**src/pkg/sicu_pkg.sv**
```systemverilog
package sicu_pkg;

  // ==========================================================================
  // Widths
  // ==========================================================================
  localparam int SICU_AW    = 16;   // word address width
  localparam int SICU_DW    = 16;   // data word width
  localparam int SICU_IXW   = 13;   // character index width
  localparam int SICU_WORDS = 8192; // words of data memory in the sequencer

  // ==========================================================================
  // String limits and fixed values
  // ==========================================================================
  localparam logic [12:0] SICU_MAX_CHARS  = 13'h0FFF;  // longest legal string
  localparam logic [15:0] SICU_POS_MAX    = 16'h0FFF;  // highest insert position
  localparam logic [7:0]  SICU_NUL        = 8'h00;     // terminator and pad byte
  localparam logic [15:0] SICU_EMPTY_WORD = 16'h0000;  // empty result word

  // ==========================================================================
  // Function codes
  // ==========================================================================
  localparam logic [9:0] SICU_FC_INS = 10'h291;  // string_insert_op
  localparam logic [9:0] SICU_FC_EQ  = 10'h29E;
  localparam logic [9:0] SICU_FC_NE  = 10'h29F;
  localparam logic [9:0] SICU_FC_LT  = 10'h2A0;
  localparam logic [9:0] SICU_FC_LE  = 10'h2A1;
  localparam logic [9:0] SICU_FC_GT  = 10'h2A2;
  localparam logic [9:0] SICU_FC_GE  = 10'h2A3;

  // ==========================================================================
  // Result flag positions
  // ==========================================================================
  localparam int SICU_FLG_GT = 0;
  localparam int SICU_FLG_GE = 1;
  localparam int SICU_FLG_EQ = 2;
  localparam int SICU_FLG_NE = 3;
  localparam int SICU_FLG_LT = 4;
  localparam int SICU_FLG_LE = 5;

  // ==========================================================================
  // Types
  // ==========================================================================
  // Condition chain forms; chain_start_form opens a new condition
  typedef enum logic [1:0] {
    SICU_FORM_LOAD = 2'h0,
    SICU_FORM_AND  = 2'h1,
    SICU_FORM_OR   = 2'h2
  } sicu_form_t;

  // Unit states, Gray coded along idle-scan-scan-run-done
  typedef enum logic [2:0] {
    SICU_IDLE  = 3'h0,
    SICU_SCAN1 = 3'h1,
    SICU_SCAN2 = 3'h3,
    SICU_RUN   = 3'h2,
    SICU_DONE  = 3'h6
  } sicu_state_t;

endpackage

```
**src/pkg/sicu_if.sv**
```systemverilog
interface sicu_if #(parameter int AW = 16);

  // Command from the sequencer
  logic          cmd_valid;
  logic          cmd_ready;
  logic [9:0]    cmd_code;
  logic [1:0]    cmd_form;
  logic          chain_in;
  logic [AW-1:0] base_string_ptr;
  logic [AW-1:0] second_string_ptr;
  logic [AW-1:0] dest_ptr;
  logic [15:0]   insert_position;
  // Data memory access by the unit
  logic          mem_req;
  logic          mem_we;
  logic [AW-1:0] mem_addr;
  logic [15:0]   mem_wdata;
  logic          mem_ack;
  logic [15:0]   mem_rdata;
  // Result
  logic          res_done;
  logic          fault_indicator;
  logic [5:0]    res_flags;
  logic          chain_out;

  modport dev (
    input  cmd_valid, cmd_code, cmd_form, chain_in, base_string_ptr,
    input  second_string_ptr, dest_ptr, insert_position, mem_ack, mem_rdata,
    output cmd_ready, mem_req, mem_we, mem_addr, mem_wdata,
    output res_done, fault_indicator, res_flags, chain_out
  );

  modport host (
    output cmd_valid, cmd_code, cmd_form, chain_in, base_string_ptr,
    output second_string_ptr, dest_ptr, insert_position, mem_ack, mem_rdata,
    input  cmd_ready, mem_req, mem_we, mem_addr, mem_wdata,
    input  res_done, fault_indicator, res_flags, chain_out
  );

endinterface

```
**src/verilog/sicu_dev.sv**
```systemverilog
// Functional notes
// - Insert places second string after position, NUL-terminated
// - Result capped at 4095 chars plus NUL
// - One empty input copies the other unchanged
// - Both empty writes word 0000 hex
// - Insert fault on unterminated input or position
// - Insert equals flag when first word 0000
// - Program supplies position 0 to 4095
// - Program keeps destination off inserted string
// - Compare from first character, ON when relation true
// - Codes 670..675 decode six relations, three forms
// - First unequal byte pair decides ordering
// - Equal only when all bytes match including NUL
// - Shorter string padded with 00 hex bytes
// - Compare fault when operand exceeds 4095 chars
// - Six relation flags follow compare result exactly
// - Program never starts a rung with AND form
// - Program follows every compare with output instruction
// - Over-length compare passes OFF condition onward
module sicu_dev
  import sicu_pkg::*;
#(
  parameter int AW = SICU_AW
) (
  // Clock and reset
  input  wire logic CLK,
  input  wire logic RESET,
  // Link to the sequencer
  sicu_if.dev       LNK,
  // User-side status
  output logic      BUSY
);

  // ==========================================================================
  // Parameter check
  // ==========================================================================
  if (AW < 12) begin : g_bad
    $error("sicu_dev: address width must cover 2048 words of a string");
  end

  // ==========================================================================
  // State
  // ==========================================================================
  typedef struct packed {
    sicu_state_t   st;
    logic          busy;
    logic          pend;    // memory access outstanding
    logic          side;    // compare: 0 fetching first, 1 fetching second
    logic          wr;      // insert: result word pending write
    logic          lane;    // byte lane of the outstanding read
    logic          first;   // no result word written yet
    logic [12:0]   idx;
    logic [12:0]   len1;
    logic [12:0]   len2;
    logic [12:0]   pos;
    logic [7:0]    hi;
    logic [7:0]    abyte;
    logic [9:0]    code;
    logic [1:0]    form;
    logic          chain;
    logic [AW-1:0] pa;
    logic [AW-1:0] pb;
    logic [AW-1:0] pd;
    logic          gt;
    logic          lt;
    logic          ieq;
    logic          fault;
    logic          ready;
    logic          req;
    logic          we;
    logic [AW-1:0] addr;
    logic [15:0]   wdata;
    logic          done;
    logic          fault_o;
    logic [5:0]    flags;
    logic          chain_o;
  } sicu_dev_state_t;

  sicu_dev_state_t r;
  sicu_dev_state_t n;

  // Working terms
  logic [7:0]  rd_byte;
  logic [13:0] sum;
  logic [12:0] tot;
  logic [12:0] cut;
  logic        src_b;
  logic [12:0] src_i;
  logic        put;
  logic [7:0]  put_b;
  logic        is_ins;
  logic        is_cmp;
  logic        res;

  // ==========================================================================
  // Next-state logic
  // ==========================================================================
  always_comb begin
    n       = r;
    n.req   = 1'b0;
    n.we    = 1'b0;
    n.done  = 1'b0;
    rd_byte = r.lane ? LNK.mem_rdata[7:0] : LNK.mem_rdata[15:8];
    is_ins  = (LNK.cmd_code == SICU_FC_INS);
    is_cmp  = (LNK.cmd_code >= SICU_FC_EQ) && (LNK.cmd_code <= SICU_FC_GE);
    put     = 1'b0;
    put_b   = SICU_NUL;
    res     = 1'b0;

    // Result length, truncated to the longest legal string
    sum = {1'b0, r.len1} + {1'b0, r.len2};
    tot = (sum > {1'b0, SICU_MAX_CHARS}) ? SICU_MAX_CHARS : sum[12:0];
    // A position past the base end appends after it
    cut = (r.pos < r.len1) ? r.pos : r.len1;

    // Source of result character idx: base head, inserted, base tail
    src_b = 1'b0;
    src_i = r.idx;
    if (r.idx < cut) begin
      src_i = r.idx;
    end else if (r.idx < cut + r.len2) begin
      src_b = 1'b1;
      src_i = r.idx - cut;
    end else begin
      src_i = r.idx - r.len2;
    end

    case (r.st)
      SICU_IDLE: begin
        n.ready = 1'b1;
        if (LNK.cmd_valid && r.ready) begin
          n.ready = 1'b0;
          n.code  = LNK.cmd_code;
          n.form  = LNK.cmd_form;
          n.chain = LNK.chain_in;
          n.pa    = LNK.base_string_ptr;
          n.pb    = LNK.second_string_ptr;
          n.pd    = LNK.dest_ptr;
          n.pos   = LNK.insert_position[12:0];
          n.idx   = '0;
          n.pend  = 1'b0;
          n.side  = 1'b0;
          n.wr    = 1'b0;
          n.first = 1'b1;
          n.gt    = 1'b0;
          n.lt    = 1'b0;
          n.ieq   = 1'b0;
          n.fault = 1'b0;
          n.st    = SICU_SCAN1;
          if (!is_ins && !is_cmp) begin
            n.fault = 1'b1;  // unknown code: fault, no memory touched
            n.st    = SICU_DONE;
          end else if (is_ins && LNK.insert_position > SICU_POS_MAX) begin
            n.fault = 1'b1;
            n.st    = SICU_DONE;
          end
        end
      end

      // Both operands are measured first so an over-length one is caught
      // even when an earlier byte would already decide the ordering
      SICU_SCAN1, SICU_SCAN2: begin
        if (!r.pend) begin
          n.pend = 1'b1;
          n.req  = 1'b1;
          n.addr = ((r.st == SICU_SCAN1) ? r.pa : r.pb) + AW'(r.idx[12:1]);
          n.lane = r.idx[0];
        end else if (LNK.mem_ack) begin
          n.pend = 1'b0;
          if (rd_byte == SICU_NUL) begin
            n.idx = '0;
            if (r.st == SICU_SCAN1) begin
              n.len1 = r.idx;
              n.st   = SICU_SCAN2;
            end else begin
              n.len2 = r.idx;
              n.st   = SICU_RUN;
            end
          end else if (r.idx == SICU_MAX_CHARS) begin
            n.fault = 1'b1;
            n.st    = SICU_DONE;
          end else begin
            n.idx = r.idx + 13'h001;
          end
        end
      end

      SICU_RUN: begin
        if (r.code == SICU_FC_INS) begin
          if (r.wr) begin
            if (!r.pend) begin
              n.pend = 1'b1;
              n.req  = 1'b1;
              n.we   = 1'b1;
              n.addr = r.pd + AW'(r.idx[12:1]);
            end else if (LNK.mem_ack) begin
              n.pend  = 1'b0;
              n.wr    = 1'b0;
              n.first = 1'b0;
              if (r.first) begin
                n.ieq = (r.wdata == SICU_EMPTY_WORD);
              end
              if (r.idx == tot) begin
                n.st = SICU_DONE;
              end else begin
                n.idx = r.idx + 13'h001;
              end
            end
          end else if (r.idx == tot) begin
            put   = 1'b1;  // terminator after the last character
            put_b = SICU_NUL;
          end else if (!r.pend) begin
            n.pend = 1'b1;
            n.req  = 1'b1;
            n.addr = (src_b ? r.pb : r.pa) + AW'(src_i[12:1]);
            n.lane = src_i[0];
          end else if (LNK.mem_ack) begin
            n.pend = 1'b0;
            put    = 1'b1;
            put_b  = rd_byte;
          end
        end else begin
          // Byte-serial compare; fetch first then second operand byte
          if (!r.pend) begin
            n.pend = 1'b1;
            n.req  = 1'b1;
            n.addr = (r.side ? r.pb : r.pa) + AW'(r.idx[12:1]);
            n.lane = r.idx[0];
          end else if (LNK.mem_ack) begin
            n.pend = 1'b0;
            if (!r.side) begin
              n.abyte = rd_byte;
              n.side  = 1'b1;
            end else begin
              n.side = 1'b0;
              if (r.abyte != rd_byte) begin
                // A NUL against a character is the 00 padding case
                n.gt = (r.abyte > rd_byte);
                n.lt = (r.abyte < rd_byte);
                n.st = SICU_DONE;
              end else if (rd_byte == SICU_NUL) begin
                n.st = SICU_DONE;
              end else begin
                n.idx = r.idx + 13'h001;
              end
            end
          end
        end
      end

      SICU_DONE: begin
        n.done    = 1'b1;
        n.ready   = 1'b1;
        n.st      = SICU_IDLE;
        n.fault_o = r.fault;
        if (r.code == SICU_FC_INS) begin
          // Insert touches only the equals flag; condition passes through
          n.flags[SICU_FLG_EQ] = r.ieq && !r.fault;
          n.chain_o            = r.chain;
        end else begin
          n.flags[SICU_FLG_GT] = !r.fault && r.gt;
          n.flags[SICU_FLG_GE] = !r.fault && !r.lt;
          n.flags[SICU_FLG_EQ] = !r.fault && !r.gt && !r.lt;
          n.flags[SICU_FLG_NE] = !r.fault && (r.gt || r.lt);
          n.flags[SICU_FLG_LT] = !r.fault && r.lt;
          n.flags[SICU_FLG_LE] = !r.fault && !r.gt;
          case (r.code)
            SICU_FC_EQ: res = !r.gt && !r.lt;
            SICU_FC_NE: res = r.gt || r.lt;
            SICU_FC_LT: res = r.lt;
            SICU_FC_LE: res = !r.gt;
            SICU_FC_GT: res = r.gt;
            SICU_FC_GE: res = !r.lt;
            default:    res = 1'b0;
          endcase
          if (r.fault) begin
            n.chain_o = 1'b0;
          end else if (r.form == SICU_FORM_AND) begin
            n.chain_o = r.chain && res;
          end else if (r.form == SICU_FORM_OR) begin
            n.chain_o = r.chain || res;
          end else begin
            n.chain_o = res;
          end
        end
      end

      default: begin
        n.st = SICU_IDLE;
      end
    endcase

    // Pack result bytes high lane first; an even-slot NUL pads with 00
    if (put) begin
      if (!r.idx[0]) begin
        n.hi = put_b;
        if (put_b == SICU_NUL) begin
          n.wdata = {SICU_NUL, SICU_NUL};
          n.wr    = 1'b1;
        end else begin
          n.idx = r.idx + 13'h001;
        end
      end else begin
        n.wdata = {r.hi, put_b};
        n.wr    = 1'b1;
      end
    end

    n.busy = (n.st != SICU_IDLE);
  end

  // ==========================================================================
  // Registers
  // ==========================================================================
  always_ff @(posedge CLK) begin
    if (RESET) begin
      r <= '0;
    end else begin
      r <= n;
    end
  end

  // Outputs straight from the state register
  assign LNK.cmd_ready       = r.ready;
  assign LNK.mem_req         = r.req;
  assign LNK.mem_we          = r.we;
  assign LNK.mem_addr        = r.addr;
  assign LNK.mem_wdata       = r.wdata;
  assign LNK.res_done        = r.done;
  assign LNK.fault_indicator = r.fault_o;
  assign LNK.res_flags       = r.flags;
  assign LNK.chain_out       = r.chain_o;
  assign BUSY                = r.busy;

endmodule

```
**src/flat_wrapper.sv**
```systemverilog
// flat-port wrapper written by rule: the top's interface ports become plain ports
module sicu_dev_flat import sicu_pkg::*;
#(
  parameter int AW = SICU_AW
)
  (CLK, RESET, BUSY, LNK_cmd_valid, LNK_cmd_code, LNK_cmd_form, LNK_chain_in, LNK_base_string_ptr, LNK_second_string_ptr, LNK_dest_ptr, LNK_insert_position, LNK_mem_ack, LNK_mem_rdata, LNK_cmd_ready, LNK_mem_req, LNK_mem_we, LNK_mem_addr, LNK_mem_wdata, LNK_res_done, LNK_fault_indicator, LNK_res_flags, LNK_chain_out);
  sicu_if #(.AW(AW)) LNK_i ();
  input  wire logic CLK;
  input  wire logic RESET;
  output logic BUSY;
  input wire logic [$bits(LNK_i.cmd_valid)-1:0] LNK_cmd_valid;
  input wire logic [$bits(LNK_i.cmd_code)-1:0] LNK_cmd_code;
  input wire logic [$bits(LNK_i.cmd_form)-1:0] LNK_cmd_form;
  input wire logic [$bits(LNK_i.chain_in)-1:0] LNK_chain_in;
  input wire logic [$bits(LNK_i.base_string_ptr)-1:0] LNK_base_string_ptr;
  input wire logic [$bits(LNK_i.second_string_ptr)-1:0] LNK_second_string_ptr;
  input wire logic [$bits(LNK_i.dest_ptr)-1:0] LNK_dest_ptr;
  input wire logic [$bits(LNK_i.insert_position)-1:0] LNK_insert_position;
  input wire logic [$bits(LNK_i.mem_ack)-1:0] LNK_mem_ack;
  input wire logic [$bits(LNK_i.mem_rdata)-1:0] LNK_mem_rdata;
  output wire logic [$bits(LNK_i.cmd_ready)-1:0] LNK_cmd_ready;
  output wire logic [$bits(LNK_i.mem_req)-1:0] LNK_mem_req;
  output wire logic [$bits(LNK_i.mem_we)-1:0] LNK_mem_we;
  output wire logic [$bits(LNK_i.mem_addr)-1:0] LNK_mem_addr;
  output wire logic [$bits(LNK_i.mem_wdata)-1:0] LNK_mem_wdata;
  output wire logic [$bits(LNK_i.res_done)-1:0] LNK_res_done;
  output wire logic [$bits(LNK_i.fault_indicator)-1:0] LNK_fault_indicator;
  output wire logic [$bits(LNK_i.res_flags)-1:0] LNK_res_flags;
  output wire logic [$bits(LNK_i.chain_out)-1:0] LNK_chain_out;
  assign LNK_i.cmd_valid = LNK_cmd_valid;
  assign LNK_i.cmd_code = LNK_cmd_code;
  assign LNK_i.cmd_form = LNK_cmd_form;
  assign LNK_i.chain_in = LNK_chain_in;
  assign LNK_i.base_string_ptr = LNK_base_string_ptr;
  assign LNK_i.second_string_ptr = LNK_second_string_ptr;
  assign LNK_i.dest_ptr = LNK_dest_ptr;
  assign LNK_i.insert_position = LNK_insert_position;
  assign LNK_i.mem_ack = LNK_mem_ack;
  assign LNK_i.mem_rdata = LNK_mem_rdata;
  assign LNK_cmd_ready = LNK_i.cmd_ready;
  assign LNK_mem_req = LNK_i.mem_req;
  assign LNK_mem_we = LNK_i.mem_we;
  assign LNK_mem_addr = LNK_i.mem_addr;
  assign LNK_mem_wdata = LNK_i.mem_wdata;
  assign LNK_res_done = LNK_i.res_done;
  assign LNK_fault_indicator = LNK_i.fault_indicator;
  assign LNK_res_flags = LNK_i.res_flags;
  assign LNK_chain_out = LNK_i.chain_out;
  sicu_dev #(.AW(AW)) u_core (.CLK(CLK), .RESET(RESET), .LNK(LNK_i), .BUSY(BUSY));
endmodule
```
**config.mk**
```make
export PLATFORM = sky130hd
export DESIGN_NAME = sicu_dev_flat
export DESIGN_NICKNAME = d
export VERILOG_FILES = /design/src/pkg/sicu_pkg.sv /design/src/pkg/sicu_if.sv /design/src/verilog/sicu_dev.sv /design/src/flat_wrapper.sv
export SDC_FILE = /design/constraint.sdc
export NUM_CORES = 1
export LEC_CHECK = 0
export ABC_AREA = 0
export BUFFER_PORTS_ARGS = -buffer_cell sky130_fd_sc_hd__buf_4
export CAP_MARGIN = 20
export CORE_MARGIN = 2
export CORE_UTILIZATION = 55
export DETAILED_ROUTE_END_ITERATION = 10
export HOLD_SLACK_MARGIN = 0.02
export MAX_ROUTING_LAYER = met4
export PLACE_DENSITY = 0.75
export SYNTH_ARGS = -nofsm -noshare
export SYNTH_HDL_FRONTEND = slang
export SYNTH_SLANG_ARGS = --single-unit
```
**constraint.sdc**
```tcl
create_clock -name CLK -period 13 [get_ports CLK]
set_clock_uncertainty 0.1 [all_clocks]
set_input_delay 1.3 -clock CLK [delete_from_list [all_inputs] [get_ports CLK]]
set_output_delay 1.3 -clock CLK [all_outputs]
set_load 0.01 [all_outputs]
```
# == Word level (Yosys, flattened, before mapping) ==
# Index checks and enable logic that the tools add are counted.
# W data, S select, Z words.
# op_classes
add_sub_neg,9
order_cmp,9
n_eq_ne,38
mux,135
bitwise_logic,6
reduce_logical,48
# op_table
op,count
$mux W13,18
$mux W16,11
$eq A10 B10 Y1 const B,8
$mux W39,2
$add A16 B12 Y16,4
$mux W3,19
$mux W14,4
$mux W8,7
$mux W1,51
$lt A13 B13 Y1,3
$pmux W13 S3,1
$pmux W16 S2,1
$mux W26,1
$sub A13 B13 Y13,2
$reduce_and A5 Y1,4
$mux W18,1
$ne A2 B1 Y1 const B,9
$ne A3 B3 Y1 const B,6
$reduce_and A6 Y1,3
$gt A16 B12 Y1 const B,1
$logic_not A16 Y1,1
$logic_not A8 Y1,2
$add A13 B13 Y14,1
$gt A14 B12 Y1 const B,1
38 further kinds,84
# totals
reg_bits,186
inputBits,97
out_inout_bits,45

# == Logic depth before layout (Yosys ltp) ==
# depth
ltp_word,13
mapped_depth,48

# == Worst setup path after synthesis ==
# No wires, ideal clock.
# synth_timing
kind,register to register
startpoint,reg u_core.r[152] in the netlist's numbering
endpoint,"reg u_core.r, in the netlist u_core.LNK.mem_addr[14]"
setup_ps,86
t_arrival_ps,9107
setup_slack_ps,3708
stages_incl_launch_ff,47
path_buffers,3
period_less_slack_ps,9292
cell_sequence,dfxtp_1 inv_1 ha_1 a21o_1 a21o_1 a21o_1 a21o_1 a21o_1 a21o_1 a21oi_1 o21ai_0 a21oi_1 clkbuf_1 mux2_2 ha_1 inv_1 o21ai_0 a21oi_1 [... 11 more ...] o31a_1 clkbuf_1 a21oi_1 clkbuf_1 mux2_2 ha_1 fa_1 a21o_1 a21o_1 nand2_1 a211oi_1 nor3_1 nor3_1 xor2_1 nor2_1 a211oi_1 a211oi_1 a211oi_1
# synth_between
elab_chain_len,13
word_cells_on_any_way,24
# synth_rtl
item,line_no,source
"start, declared",sicu_dev.sv:79,sicu_dev_state_t r;
"start signal, assigned",sicu_dev.sv:319,r <= n;
$lt A13 B13 Y1,sicu_dev.sv:114,cut = (r.pos < r.len1) ? r.pos : r.len1;
$mux W13,sicu_dev.sv:114,
$add A13 B13 Y13,sicu_dev.sv:121,end else if (r.idx < cut + r.len2) begin
$lt A13 B13 Y1,sicu_dev.sv:121,
$mux W1,sicu_dev.sv:121,
$mux W1,sicu_dev.sv:119,if (r.idx < cut) begin
$mux W16,sicu_dev.sv:215,n.addr = (src_b ? r.pb : r.pa) + AW'(src_i[12:1]);
$add A16 B12 Y16,sicu_dev.sv:215,
$mux W16,sicu_dev.sv:212,end else if (!r.pend) begin
$mux W16,sicu_dev.sv:209,end else if (r.idx == tot) begin
$mux W16,sicu_dev.sv:190,if (r.wr) begin
$mux W16,sicu_dev.sv:189,if (r.code == SICU_FC_INS) begin
$pmux W16 S2,sicu_dev.sv:128,case (r.st)
# Parallel ways exist; a longest one is shown, timed or not. The select of a mux whose other input is x is not followed.
# A chain may end at the register's enable or synchronous reset.

# == Worst setup path in the final report ==
# layout_timing
startpoint,reg u_core.r[152] in the netlist's numbering
endpoint,"reg u_core.r, in the netlist u_core.LNK.mem_addr[15]"
# The elaborated chain is that of the path after synthesis.

==> impl_results.html <==
<table>
<tr><th>Metric</th><th>Value</th></tr>
<tr><th colspan="2">Final layout</th></tr>
<tr><td>Area growth from synthesis to layout</td><td>11.1%</td></tr>
<tr><td>Diode count</td><td>0</td></tr>
<tr><td>Nets</td><td>2275</td></tr>
<tr><td>Layout cells sized above 1</td><td>13.4%</td></tr>
<tr><td>Final design utilization</td><td>62.5%</td></tr>
<tr><th colspan="2">GRT</th></tr>
<tr><td>All-layer global routing usage</td><td>33.9%</td></tr>
<tr><td>Via count of the first global-routing pass</td><td>14100</td></tr>
<tr><td>Largest net degree at the start of global routing</td><td>79</td></tr>
<tr><td>Grt ovf</td><td>0</td></tr>
<tr><td>First-pass GRT wire length</td><td>75.5 mm</td></tr>
<tr><td>Antenna violations before repair</td><td>0</td></tr>
<tr><th colspan="2">Timing</th></tr>
<tr><td>Headroom to the max-slew limit</td><td>28.5%</td></tr>
<tr><td>Final number of setup-violating endpoints</td><td>0</td></tr>
<tr><td>Endpoints failing hold</td><td>0</td></tr>
<tr><td>RSZ-0062 raised after global routing</td><td>no</td></tr>
<tr><td>Post-layout min period</td><td>9.91 ns</td></tr>
<tr><td>Final critical-path share of the clock period</td><td>76.2%</td></tr>
<tr><td>Slew @ Worst Pin</td><td>1.07 ns</td></tr>
<tr><td>Max-slew violations</td><td>0</td></tr>
<tr><td>Achievable clock frequency</td><td>101 MHz</td></tr>
<tr><td>Post-route setup TNS</td><td>0 ns</td></tr>
<tr><th colspan="2">Setup path</th></tr>
<tr><td>Kind of end point of the critical path</td><td>flip-flop</td></tr>
<tr><td>First element of the critical path</td><td>u_core.r[152]</td></tr>
<tr><td>End of the critical path</td><td>u_core.LNK.mem_addr[15]</td></tr>
<tr><td>Max incr delay on CP</td><td>0.60 ns</td></tr>
<tr><td>CP Data Required Time</td><td>13.21 ns</td></tr>
<tr><td>Data arrival time at the worst-slack endpoint</td><td>10.11 ns</td></tr>
<tr><td>Kind of start point of the critical path</td><td>flip-flop</td></tr>
<tr><td>Largest fanout on the critical path</td><td>26</td></tr>
<tr><td>Worst path most repeated cell</td><td>a21o_1</td></tr>
<tr><td>Highest-delay cell along the critical path</td><td>o31a_1</td></tr>
<tr><td>Worst Setup Path Type</td><td>flip-flop to flip-flop</td></tr>
<tr><td>Reg2Reg Capture Point</td><td>u_core.LNK.mem_addr[15]</td></tr>
<tr><td>RR Startpoint</td><td>u_core.r[152]</td></tr>
<tr><td>Worst setup slack for register-to-register paths</td><td>3.09 ns</td></tr>
<tr><td>Depth of the most critical reg-to-reg path</td><td>44</td></tr>
<tr><th colspan="2">Synth</th></tr>
<tr><td>Mapped Area</td><td>15200 um^2</td></tr>
<tr><td>Cell accounting for the most synthesized area</td><td>dfxtp_1</td></tr>
<tr><td>Yosys warning count</td><td>0</td></tr>
<tr><td>Number of enable flip-flop cells after synthesis</td><td>0</td></tr>
<tr><td>Syn Nets</td><td>2226</td></tr>
<tr><td>Prevailing post-synth register cell</td><td>dfxtp_1</td></tr>
<tr><td>Total of flip-flops plus latches after synthesis</td><td>186</td></tr>
<tr><td>Post-synthesis instance total</td><td>1990</td></tr>
<tr><td>Leading post-synthesis cells by cell area</td><td>dfxtp_1, ha_1, a21oi_1, nand2_1, nor2_1</td></tr>
<tr><td>Share of Yosys cell area claimed by the top area cell type</td><td>24.5%</td></tr>
<tr><td>Top cells by instance count after synthesis</td><td>nand2_1, a21oi_1, dfxtp_1</td></tr>
<tr><td>Mapped Avg Cell Area</td><td>7.65 um^2</td></tr>
<tr><td>Fraction of the yosys area taken by sequential cells</td><td>24.5%</td></tr>
<tr><td>Async SR Flop Fraction</td><td>0%</td></tr>
<tr><td>Most frequent cell after synthesis</td><td>nand2_1</td></tr>
<tr><td>Distinct cell type count of the synthesized netlist</td><td>80</td></tr>
<tr><th colspan="2">Route</th></tr>
<tr><td>Wirelength, routed</td><td>47.9 mm</td></tr>
<tr><td>Initial DRC Count</td><td>1622</td></tr>
<tr><td>First drt pass iteration count</td><td>6</td></tr>
<tr><td>Remaining DRCs</td><td>0</td></tr>
<tr><td>WL/cell</td><td>20.0 um</td></tr>
<tr><td>Post-DR vias/cell</td><td>6.38</td></tr>
<tr><td>Count of nets left with antenna violations after detail routing</td><td>0</td></tr>
<tr><td>Count of vias placed by the detailed router</td><td>15300</td></tr>
<tr><th colspan="2">Clock tree</th></tr>
<tr><td>Clock Root Buffer</td><td>clkbuf_16</td></tr>
<tr><td>TritonCTS sink count</td><td>186</td></tr>
<tr><td>Clock tree from TritonCTS</td><td>built</td></tr>
<tr><td>Hold bufs inserted after CTS</td><td>0</td></tr>
<tr><td>Number of buffers created by CTS</td><td>17</td></tr>
<tr><td>Clock latency at the later pin of the worst-skew pair</td><td>0.45 ns</td></tr>
<tr><td># Post-CTS Setup Buffers</td><td>0</td></tr>
<tr><td>Clock-pin slew on the worst setup and hold paths</td><td>0.09 ns</td></tr>
<tr><td>Post-CTS resize count</td><td>0</td></tr>
<tr><td>Htree depth</td><td>4</td></tr>
<tr><td>Clock buffer depth</td><td>2</td></tr>
<tr><th colspan="2">Run</th></tr>
<tr><td>Max-cap violations</td><td>0</td></tr>
<tr><th colspan="2">Pwr</th></tr>
<tr><td>Highest ir drop seen on vdd</td><td>0.0833 mV</td></tr>
<tr><td>Final Power</td><td>1590 uW</td></tr>
<tr><td>Power per cell area</td><td>93.8 nW/um^2</td></tr>
<tr><td>Standby leakage power</td><td>0.00687 uW</td></tr>
<tr><th colspan="2">Die</th></tr>
<tr><td>Number of top-level pins</td><td>142</td></tr>
<tr><td>Die width</td><td>170 um</td></tr>
<tr><td>DIE AREA</td><td>29000 um^2</td></tr>
<tr><td>Floorplan die height</td><td>170 um</td></tr>
<tr><td>Placeable core region</td><td>27000 um^2</td></tr>
<tr><td>Cell row count</td><td>60</td></tr>
<tr><td>Initial Util</td><td>56.3%</td></tr>
<tr><th colspan="2">Placed design</th></tr>
<tr><td>Number of port buffers</td><td>141</td></tr>
<tr><td>Final HPWL DP</td><td>34.8 mm</td></tr>
<tr><td>Placer Congestion</td><td>1.02</td></tr>
<tr><th colspan="2">Status</th></tr>
<tr><td>Outcome</td><td>completed</td></tr>
<tr><th colspan="2">Hold path</th></tr>
<tr><td>Launch instance of the worst min-delay path</td><td>u_core.r[120]</td></tr>
<tr><td>Worst min path class</td><td>flip-flop to flip-flop</td></tr>
</table>
==> cell usage in the layout, fill, tap and decap left out, drive strengths merged, types with 21 or more instances in the layout <==
cell type  instances
a31oi             23
buf              171
nor3              67
a211oi            37
mux2              48
ha               131
nand3             45
inv               72
nor2             182
nand2            258
nand2b            21
a21o              36
dfxtp            186
xor2              42
nor2b             25
a21oi            214
mux2i             63
xnor2             59
o21ai             91
==> cell families after synthesis <==
kind of cell	after synthesis	synth area share, %
AOI/OAI and AO/OA	545	22.6
xor gates and xnor gates	101	5.81
adders and majority gates	139	11.8
buffers and inverters	204	6.09
DFF	186	24.5
muxes	111	7.70
and+or+nand+nor	704	21.5
==> sequential cells by signal (all words and copies together), names as in the netlist <==
register	flops
u_core.BUSY	1
u_core.LNK.chain_out	1
u_core.LNK.cmd_ready	1
u_core.LNK.fault_indicator	1
u_core.LNK.mem_addr	16
u_core.LNK.mem_req	1
u_core.LNK.mem_wdata	16
u_core.LNK.mem_we	1
u_core.LNK.res_done	1
u_core.LNK.res_flags	6
u_core.r	141
==> worst max-delay path: cells and delay by family, from the launching register on <==
family,cells,cell delay (ns)
adders and majority gates,5,1.25
muxes,3,0.84
buffers and inverters,4,0.70
DFF,1,0.46
and+or+nand+nor,3,0.69
AOI/OAI and AO/OA,26,5.23
xor gates and xnor gates,3,0.45
==> where the power goes <==
| part | internal, uW | switching (uW) | total, uW |
|---|---|---|---|
| Combinational | 168 | 231 | 399 |
| Clock | 271 | 302 | 573 |
| Sequential | 590 | 24.4 | 614 |
| Total | 1030 | 557 | 1590 |
==> cell type report <==
class | instances | area (um^2)
clock buffer | 17 | 425
inverter | 63 | 236
clock inverter | 15 | 218
tap | 341 | 427
fill | 2433 | 10100
multi-input combinational | 1600 | 10600
timing repair buffer | 171 | 1290
sequential | 186 | 3720
==> routing by layer <==
metal / track usage (%) / share of wire [%]
met5: - / 0
met4: 11.0 / 3.0
met3: 5.19 / 10
met2: 51.2 / 43
met1: 46.4 / 43
==> through the flow <==
step	hold slack, ns	instance area [um^2]	instances	setup slack [ns]
floorplan	0.331	15200	1990	3.71
global placement	0.340	16200	2360	2.94
CTS	0.359	16900	2392	2.66
finish	0.355	16900	2393	3.09
global route	0.379	16900	2393	2.39
detailed placement	0.346	16200	2360	2.68
==> worst min-delay path by stage <==
stage	slack [ns]	to	depth (start not counted)
2_1_floorplan	0.33	u_core.r[108]	2
3_3_place_gp	0.34	u_core.r[124]	2
3_5_place_dp	0.35	u_core.r[120]	2
4_1_cts	0.36	u_core.r[120]	2
5_1_grt	0.38	u_core.r[124]	2
6_report	0.36	u_core.r[120]	2
Power figures use the tool's default switching activity.
